`config.mk`:
```
export PLATFORM = sky130hd
export DESIGN_NAME = iad_status
export DESIGN_NICKNAME = d
export VERILOG_FILES = /design/src/logic/iad_pkg.sv /design/src/logic/iad_status.sv
export VERILOG_INCLUDE_DIRS = /design/src /design/src/logic
export SDC_FILE = /design/constraint.sdc
export NUM_CORES = 1
export LEC_CHECK = 0
export BUFFER_PORTS_ARGS = -buffer_cell sky130_fd_sc_hd__buf_2
export CAP_MARGIN = 30
export CORE_ASPECT_RATIO = 0.7
export CORE_UTILIZATION = 45
export CTS_BUF_LIST = sky130_fd_sc_hd__clkbuf_2 sky130_fd_sc_hd__clkbuf_4 sky130_fd_sc_hd__clkbuf_8
export DETAILED_ROUTE_END_ITERATION = 10
export PLACE_DENSITY = 0.65
export SLEW_MARGIN = 20
export SYNTH_ARGS = -nofsm -noshare
export SYNTH_HDL_FRONTEND = slang
export SYNTH_SLANG_ARGS = --single-unit
```
`constraint.sdc`:
```
create_clock -name clk_i -period 4.69 [get_ports clk_i]
set_input_delay 0.938 -clock clk_i [delete_from_list [all_inputs] [get_ports clk_i]]
set_output_delay 0.938 -clock clk_i [all_outputs]
set_load 0.005 [all_outputs]
```
`src/logic/iad_map.svh`:
```
// Register offsets, field positions and reset values of the address-match status block
`ifndef IAD_MAP_SVH
`define IAD_MAP_SVH

// ----------------------------------------
// Register offsets
// ----------------------------------------
`define IAD_OFS_CTRL   8'h00
`define IAD_OFS_STATUS 8'h01
`define IAD_OFS_SADDR  8'h02
`define IAD_OFS_DATA   8'h03
`define IAD_OFS_INTST  8'h04
`define IAD_OFS_INTMSK 8'h05

// ----------------------------------------
// Control byte fields
// ----------------------------------------
`define IAD_CTL_ON    7
`define IAD_CTL_LEAVE 6
`define IAD_CTL_WREL  5

// ----------------------------------------
// Status byte fields
// ----------------------------------------
`define IAD_ST_MSTS 7
`define IAD_ST_ALD  6
`define IAD_ST_COI  4
`define IAD_ST_TRC  3

// ----------------------------------------
// Event bits
// ----------------------------------------
`define IAD_EV_MATCH 0
`define IAD_EV_START 1
`define IAD_EV_STOP  2
`define IAD_EV_ALOST 3

// ----------------------------------------
// Bit counts and reset values
// ----------------------------------------
`define IAD_BIT_ADDR  4'h8
`define IAD_BIT_ACK   4'h9
`define IAD_BIT_FIRST 4'h1
`define IAD_RST_BYTE  8'h00
`define IAD_RST_EV    4'h0
`define IAD_RST_CNT   4'h0
`define IAD_RST_SHIFT 8'hff
`define IAD_RST_SYNC  3'h7

`endif

```
`src/logic/iad_pkg.sv`:
```
// Types of the address-match status block
package iad_pkg;

	// ----------------------------------------
	// Register port request
	// ----------------------------------------
	typedef struct packed {
		logic [7:0] addr;
		logic [7:0] wdata;
		logic       wr;
		logic       rd;
	} iad_req_t;

	// ----------------------------------------
	// Whole block state
	// ----------------------------------------
	typedef struct packed {
		logic [2:0] scl_sync;
		logic [2:0] sda_sync;
		logic       en;
		logic [7:0] sva;
		logic [7:0] shift;
		logic [7:0] rx;
		logic [3:0] bcnt;
		logic       first;
		logic       coi;
		logic       trc;
		logic       ald;
		logic       msts;
		logic       drv;
		logic [3:0] ev;
		logic [3:0] msk;
		logic [7:0] rdata;
	} iad_state_t;

endpackage : iad_pkg

```
`src/logic/iad_status.sv`:
```
// Address-match and transmit-state status logic of the two-wire interface
//
// Design decisions made here: the placing of the registers and the strobed register port.
`timescale 1ns/1ps
`include "iad_map.svh"

// Functional notes
// - Set address-match at eighth bus clock rise when address equals local slave address
// - Clear address-match on start or stop condition
// - Leave bit, interface-on falling, or reset clear address-match and transmit-state
// - Transmit-state zero keeps data line released
// - Transmit-state one drives shift-out latch from first byte ninth clock fall
// - Arbitration-lost rising clears transmit-state
// - Master start generation sets transmit-state
// - Master: sent direction bit zero sets, one clears transmit-state
// - Slave: received direction bit one sets, zero clears transmit-state
// - Slave: start condition clears transmit-state
// - Wait release at ninth clock with transmit-state clears it, releases line
// - Leave bit is control bit 6, interface-on is control bit 7
// - Arbitration loss sets arbitration-lost and clears master-status
module iad_status (
	// Clock and reset
	input  wire logic              clk_i,
	input  wire logic              rst_i,
	// Register port
	input  wire iad_pkg::iad_req_t req_i,
	output logic [7:0]             rdata_o,
	// Master sequencer
	input  wire logic              mst_start_i,
	input  wire logic              arb_lost_i,
	// Bus pins
	input  wire logic              scl_i,
	input  wire logic              sda_i,
	output logic                   sda_o,
	output logic                   sda_oen_o,
	// Interrupt
	output logic                   irq_o
);
	import iad_pkg::*;

	// ----------------------------------------
	// Helpers
	// ----------------------------------------
	function automatic logic rise(input logic now, input logic prev);
		rise = now & ~prev;
	endfunction : rise

	function automatic logic hit(input iad_req_t r, input logic [7:0] ofs);
		hit = r.addr == ofs;
	endfunction : hit

	iad_state_t q;
	iad_state_t next_q;

	logic       scl_h;
	logic       sda_h;
	logic       scl_rise;
	logic       scl_fall;
	logic       start_det;
	logic       stop_det;
	logic       wr_ctrl;
	logic       leave;
	logic       wrel;
	logic       on_fall;
	logic       addr_done;
	logic [7:0] rx_byte;
	logic       match;
	logic [3:0] ev_set;
	logic [7:0] status_byte;
	logic [7:0] rd_sel;

	// ----------------------------------------
	// Bus condition detection
	// ----------------------------------------
	assign scl_h     = q.scl_sync[1];
	assign sda_h     = q.sda_sync[1];
	assign scl_rise  = rise(scl_h, q.scl_sync[2]);
	assign scl_fall  = rise(q.scl_sync[2], scl_h);
	assign start_det = q.en & scl_h & q.scl_sync[2] & rise(q.sda_sync[2], sda_h);
	assign stop_det  = q.en & scl_h & q.scl_sync[2] & rise(sda_h, q.sda_sync[2]);

	// ----------------------------------------
	// Software controls
	// ----------------------------------------
	assign wr_ctrl = req_i.wr & hit(req_i, `IAD_OFS_CTRL);
	assign leave   = wr_ctrl & req_i.wdata[`IAD_CTL_LEAVE];
	assign wrel    = wr_ctrl & req_i.wdata[`IAD_CTL_WREL];
	assign on_fall = wr_ctrl & q.en & ~req_i.wdata[`IAD_CTL_ON];

	// ----------------------------------------
	// Address byte decode
	// ----------------------------------------
	assign rx_byte   = {q.rx[6:0], sda_h};
	assign addr_done = q.en & scl_rise & q.first & (q.bcnt + `IAD_BIT_FIRST == `IAD_BIT_ADDR);
	assign match     = rx_byte[7:1] == q.sva[7:1];

	assign status_byte = {q.msts, q.ald, 1'b0, q.coi, q.trc, 3'h0};

	always_comb begin
		rd_sel = `IAD_RST_BYTE;
		unique case (1'b1)
			hit(req_i, `IAD_OFS_CTRL):   rd_sel = {q.en, 7'h00};
			hit(req_i, `IAD_OFS_STATUS): rd_sel = status_byte;
			hit(req_i, `IAD_OFS_SADDR):  rd_sel = q.sva;
			hit(req_i, `IAD_OFS_DATA):   rd_sel = q.shift;
			hit(req_i, `IAD_OFS_INTST):  rd_sel = {4'h0, q.ev};
			hit(req_i, `IAD_OFS_INTMSK): rd_sel = {4'h0, q.msk};
			default:                     rd_sel = `IAD_RST_BYTE;
		endcase
	end

	// ----------------------------------------
	// Next state
	// ----------------------------------------
	always_comb begin
		next_q = q;
		ev_set = `IAD_RST_EV;
		next_q.scl_sync = {q.scl_sync[1:0], scl_i};
		next_q.sda_sync = {q.sda_sync[1:0], sda_i};

		// Register writes; status byte has no write path
		if (wr_ctrl) begin
			next_q.en = req_i.wdata[`IAD_CTL_ON];
		end
		if (req_i.wr & hit(req_i, `IAD_OFS_SADDR)) begin
			next_q.sva = req_i.wdata;
		end
		if (req_i.wr & hit(req_i, `IAD_OFS_DATA)) begin
			next_q.shift = req_i.wdata;
		end
		if (req_i.wr & hit(req_i, `IAD_OFS_INTMSK)) begin
			next_q.msk = req_i.wdata[3:0];
		end
		if (req_i.wr & hit(req_i, `IAD_OFS_INTST)) begin
			next_q.ev = q.ev & ~req_i.wdata[3:0];
		end
		if (req_i.rd & hit(req_i, `IAD_OFS_STATUS)) begin
			next_q.ald = 1'b0;
		end
		next_q.rdata = req_i.rd ? rd_sel : `IAD_RST_BYTE;

		// Software clears
		if (leave | on_fall) begin
			next_q.coi  = 1'b0;
			next_q.trc  = 1'b0;
			next_q.msts = 1'b0;
		end
		if (on_fall) begin
			next_q.ald = 1'b0;
		end
		if (wrel) begin
			next_q.trc = 1'b0;
		end

		// Bit counting on the bus clock
		if (scl_rise) begin
			next_q.rx   = rx_byte;
			next_q.bcnt = (q.bcnt == `IAD_BIT_ACK) ? `IAD_BIT_FIRST : q.bcnt + `IAD_BIT_FIRST;
		end
		if (scl_fall) begin
			if (q.bcnt == `IAD_BIT_ACK) begin
				next_q.first = 1'b0;
			end else if ((q.bcnt != `IAD_RST_CNT) && (q.bcnt < `IAD_BIT_ADDR)) begin
				next_q.shift = {q.shift[6:0], 1'b1};
			end
		end

		// Start and stop conditions
		if (start_det) begin
			next_q.bcnt  = `IAD_RST_CNT;
			next_q.first = 1'b1;
			next_q.coi   = 1'b0;
			if (!q.msts) begin
				next_q.trc = 1'b0;
			end
			ev_set[`IAD_EV_START] = 1'b1;
		end
		if (stop_det) begin
			next_q.coi   = 1'b0;
			next_q.trc   = 1'b0;
			next_q.msts  = 1'b0;
			next_q.first = 1'b0;
			ev_set[`IAD_EV_STOP] = 1'b1;
		end

		// Address byte complete
		if (addr_done) begin
			if (q.msts) begin
				next_q.trc = ~q.shift[7];
			end else if (match) begin
				next_q.coi = 1'b1;
				next_q.trc = rx_byte[0];
				ev_set[`IAD_EV_MATCH] = 1'b1;
			end
		end

		// Arbitration loss
		if (q.en & arb_lost_i) begin
			next_q.ald  = 1'b1;
			next_q.msts = 1'b0;
			if (!q.ald) begin
				next_q.trc = 1'b0;
			end
			ev_set[`IAD_EV_ALOST] = 1'b1;
		end

		// Master start generation
		if (q.en & mst_start_i) begin
			next_q.msts = 1'b1;
			next_q.trc  = 1'b1;
		end

		// Data line driver follows transmit-state
		if (!next_q.trc) begin
			next_q.drv = 1'b0;
		end else if (scl_fall & q.first & (q.bcnt == `IAD_BIT_ACK)) begin
			next_q.drv = 1'b1;
		end

		next_q.ev = next_q.ev | ev_set;
	end

	// ----------------------------------------
	// State register
	// ----------------------------------------
	always_ff @(posedge clk_i) begin
		if (rst_i) begin
			q          <= '0;
			q.scl_sync <= `IAD_RST_SYNC;
			q.sda_sync <= `IAD_RST_SYNC;
			q.shift    <= `IAD_RST_SHIFT;
		end else begin
			q <= next_q;
		end
	end

	// ----------------------------------------
	// Outputs
	// ----------------------------------------
	assign rdata_o   = q.rdata;
	assign sda_o     = q.shift[7];
	assign sda_oen_o = ~q.drv;
	assign irq_o     = |(q.ev & q.msk);
endmodule : iad_status

```
==> tab_implementation.tex <==
\begin{tabular}{lr}
\hline
Metric & Value \\
\hline
\multicolumn{2}{l}{\textbf{Synthesis}} \\
Netlist area before placement & 0.00267 mm² \\
EDFF count, synth & 0 \\
Top flip-flop cell by instance count after synthesis & dfxtp\_1 \\
Commonest cells in the netlist & dfxtp\_1 (56), nand2\_1 (40), a21oi\_1 (37), nor2\_1 (25), nand3\_1 (19) \\
Area share of the largest cell type after synthesis & 0.419 \\
Largest area contributor in the synthesized netlist & dfxtp\_1 \\
Seq/Total Area, Yosys & 0.419 \\
Count of different cell masters after synthesis & 48 \\
Top-count cell post-synth & dfxtp\_1 \\
Most area-consuming cells after synthesis & dfxtp\_1 (42\%), a21oi\_1 (6.9\%), nand2\_1 (5.6\%) \\
Mean post-synth cell area & 8.94 µm² \\
Number of nets produced by synthesis & 323 \\
Instance count of the mapped netlist & 299 \\
Register bit total from synthesis & 56 \\
Fraction of registers with async set/reset & 0 \\
Yosys warns & 0 \\
\multicolumn{2}{l}{\textbf{Clock tree}} \\
Count of H-tree levels built during CTS & 2 \\
CTS resizes & 0 \\
Clk buf depth & 2 \\
Inserted Clock Buffers & 5 \\
Quantity of hold-fixing buffers added after cts & 0 \\
TritonCTS clock tree & yes \\
Worst-Skew Late Latency & 0.30 ns \\
Number of clock sinks seen by CTS & 56 \\
Count of buffers added by post-CTS timing repair for setup & 0 \\
Clock-pin slew reported for the worst setup and hold paths after clock tree synthesis & 0.10 ns \\
Root cell of the clock tree & clkbuf\_8 \\
\multicolumn{2}{l}{\textbf{GRT}} \\
Met3 Track Usage GR & 0.0365 \\
Maximum number of pins on one net before global-route repair & 42 \\
Peak-usage layer in the global routing report & met2 \\
Residual overflow from global routing & 0 \\
Met1 track demand over resource in global routing & 0.308 \\
Antenna violations before repair & 0 \\
Number of global-route vias before repair & 1,996 \\
Global router's overall resource usage & 0.208 \\
Global-route wire length before repair & 9.98 mm \\
Global-route track usage on met2 & 0.310 \\
\multicolumn{2}{l}{\textbf{Critical path}} \\
Dominant delay contributor by cell family on the critical path & simple AND/OR/NAND/NOR gates \\
Critical path's largest stage delay & 0.62 ns \\
Kind of launch point of the worst setup path & input pin \\
Worst reg2reg setup slack & 2.89 ns \\
Worst reg2reg path endpoint & q[19]\$\_SDFF\_PP0\_ \\
Buffers and inverters on the worst path & 1 \\
Crit-path most repeated cell & nand2\_1 \\
Worst setup EP type & flip-flop \\
Path depth of the worst reg2reg path & 5 \\
Required time of the critical path & 4.86 ns \\
Worst Path Arrival & 2.83 ns \\
Cell breakdown of the critical path & buf\_2, or4\_4, nor4b\_4, nand2\_1, nand2\_1, a21oi\_1 \\
Kind of critical path & in -> reg \\
Maximum fanout along the worst path & 12 \\
RR Startpoint & q[50]\$\_SDFFE\_PP0N\_ \\
Worst-path cell with the longest stage delay & or4\_4 \\
\multicolumn{2}{l}{\textbf{STA}} \\
Unrepaired setup endpoints after global routing & false \\
Worst slew pin tran & 0.687 ns \\
Final Critical Period & 2.66 ns \\
Final setup violation count & 0 \\
Final-report max-slew violation count & 0 \\
Largest clock skew in the final design & 0.0124 ns \\
Final Hold Fails & 0 \\
Setup TNS & 0 ns \\
Setup WS post-layout & 2.03 ns \\
Post-route clock period utilization & 0.568 \\
Worst-case headroom to the max-slew limit & 0.541 \\
Highest Clock Rate & 375 MHz \\
\multicolumn{2}{l}{\textbf{Hold path}} \\
Count of cells along the worst hold path & 1 \\
Hold endpoint & next\_q[53]\$\_SDFF\_PP1\_ \\
Worst hold path type & reg -> reg \\
Min-Delay Startpoint & next\_q[52]\$\_SDFF\_PP1\_ \\
\multicolumn{2}{l}{\textbf{Final layout}} \\
Number of antenna diodes & 0 \\
Share of cells above drive strength 1 & 0.216 \\
Fillers & 560 \\
Area growth from synthesis to final layout & 8.99\% \\
Final-stage net count & 343 \\
\multicolumn{2}{l}{\textbf{Placed design}} \\
Setup slack after placement & 1.74 ns \\
Number of input and output port buffers inserted & 34 \\
Half-perimeter wire length after detailed placement & 4.52 mm \\
GP Congestion & 0.861 \\
\multicolumn{2}{l}{\textbf{Floorplanning}} \\
Count of standard-cell rows & 23 \\
Floorplan Core Area & 0.00573 mm² \\
IO Count & 35 \\
Floorplan die area & 0.00626 mm² \\
Die span in x & 94.1 µm \\
Effective utilization at floorplan & 0.467 \\
Die extent in y & 66.5 µm \\
\multicolumn{2}{l}{\textbf{Drt}} \\
Wire length reported by the detailed router & 6.02 mm \\
Mean routed wirelength per cell & 15.2 µm \\
Initial DRT Pass Iterations & 5 \\
Antenna Nets Post-Route & 0 \\
Vias per Instance & 5.49 \\
DRC viols & 0 \\
Vias & 2,170 \\
Initial detailed-routing violation count & 167 \\
\multicolumn{2}{l}{\textbf{Run}} \\
Number of maximum-capacitance violations & 0 \\
\multicolumn{2}{l}{\textbf{Power}} \\
Power density over cell area & 291 mW/mm² \\
Static leakage & 1.10 nW \\
Maximum resistive drop on vdd & 0.124 mV \\
\multicolumn{2}{l}{\textbf{Run status}} \\
Outcome & finished clean \\
\hline
\end{tabular}
==> registers in the layout, indices dropped and copies added, names as in the netlist <==
name     cells
sda_o        1
next_q       4
rdata_o      8
q           43
==> cells in the final DEF (no fill, tap or decap), types with 2 or more instances in the layout <==
master,netlist,final
or2_2,7,7
xnor2_1,4,4
nor2b_1,6,6
o21ai_0,4,4
clkbuf_8,1,5
a22oi_1,6,6
nand2b_1,7,7
a21oi_1,37,37
dfxtp_1,56,56
mux2i_1,10,10
nor2_1,25,25
nand3b_1,2,2
inv_1,4,4
nor4b_4,2,2
nor3b_1,4,4
nand3_1,19,19
nand3b_4,2,2
a32o_1,3,3
a31oi_1,3,3
o32ai_1,2,2
buf_2,4,34
mux2_2,3,3
nand2_1,40,40
xor2_1,4,4
nor3_1,6,6
a222oi_1,3,3
==> worst reg2reg max path: stages, from the launching register on <==
cell,delay [ns]
dfxtp_1,0.51
nand3_1,0.11
or4b_1,0.52
nor2_1,0.16
a31oi_1,0.12
o32ai_1,0.29
==> per-layer routing <==
metal  wire (µm)  up-vias
met5           0        -
met4          44        0
met3         353        5
met2        2490       57
met1        3130     1011
li1            -     1097
==> power breakdown <==
group	switching [W]	total (W)	internal [W]	leakage (nW)
Clock	0.000151	0.000316	0.000165	0.0586
Combinational	0.0000326	0.0000521	0.0000195	0.593
Sequential	0.00000274	0.000481	0.000478	0.453
Total	0.000187	0.000849	0.000662	1.10
==> logic make-up (layout without fill, tap and decap cells) <==
family	after synthesis	after routing	synth area share
buf+inv	25	46	0.0562
mux	14	14	0.0585
simple gates	135	135	0.298
compound gates	61	61	0.142
flops	56	56	0.419
xor+xnor	8	8	0.0262
==> final cells by class <==
cell class	count	area (µm²)	area share
multi-input combinational	218	1400	0.481
sequential	56	1120	0.385
timing repair buffer	34	170	0.0584
tap	75	93.8	0.0322
clock buffer	6	76.3	0.0262
clock inverter	2	35.0	0.0120
inverter	4	15.0	0.00515
==> per-stage QoR <==
step           instances  instance area (µm²)  total power (W)   util  hold WS, ns
6_report             395                 2910         0.000849  0.509        0.419
5_1_grt              395                 2910         0.000885  0.509        0.434
4_1_cts              395                 2910         0.000859  0.509        0.423
3_5_place_dp         387                 2800         0.000544  0.489        0.396
3_3_place_gp         387                 2800         0.000543  0.489        0.392
2_1_floorplan        299                 2670         0.000524      -        0.389
==> worst max path at each step <==
stage,startpoint,endpoint,slack (ns),depth (start not counted)
after floorplan,req_i[15],q[35]$_SDFF_PP1_,2.28,6
after global placement,req_i[15],q[44]$_SDFFE_PP0P_,1.79,6
after detailed placement,req_i[15],q[48]$_SDFFE_PP0P_,1.74,6
after CTS,req_i[15],q[48]$_SDFFE_PP0P_,2.06,6
after global routing,req_i[15],q[46]$_SDFFE_PP0P_,1.95,6
final,req_i[15],q[48]$_SDFFE_PP0P_,2.03,6
No activity file was read; power rests on OpenSTA's default activity.
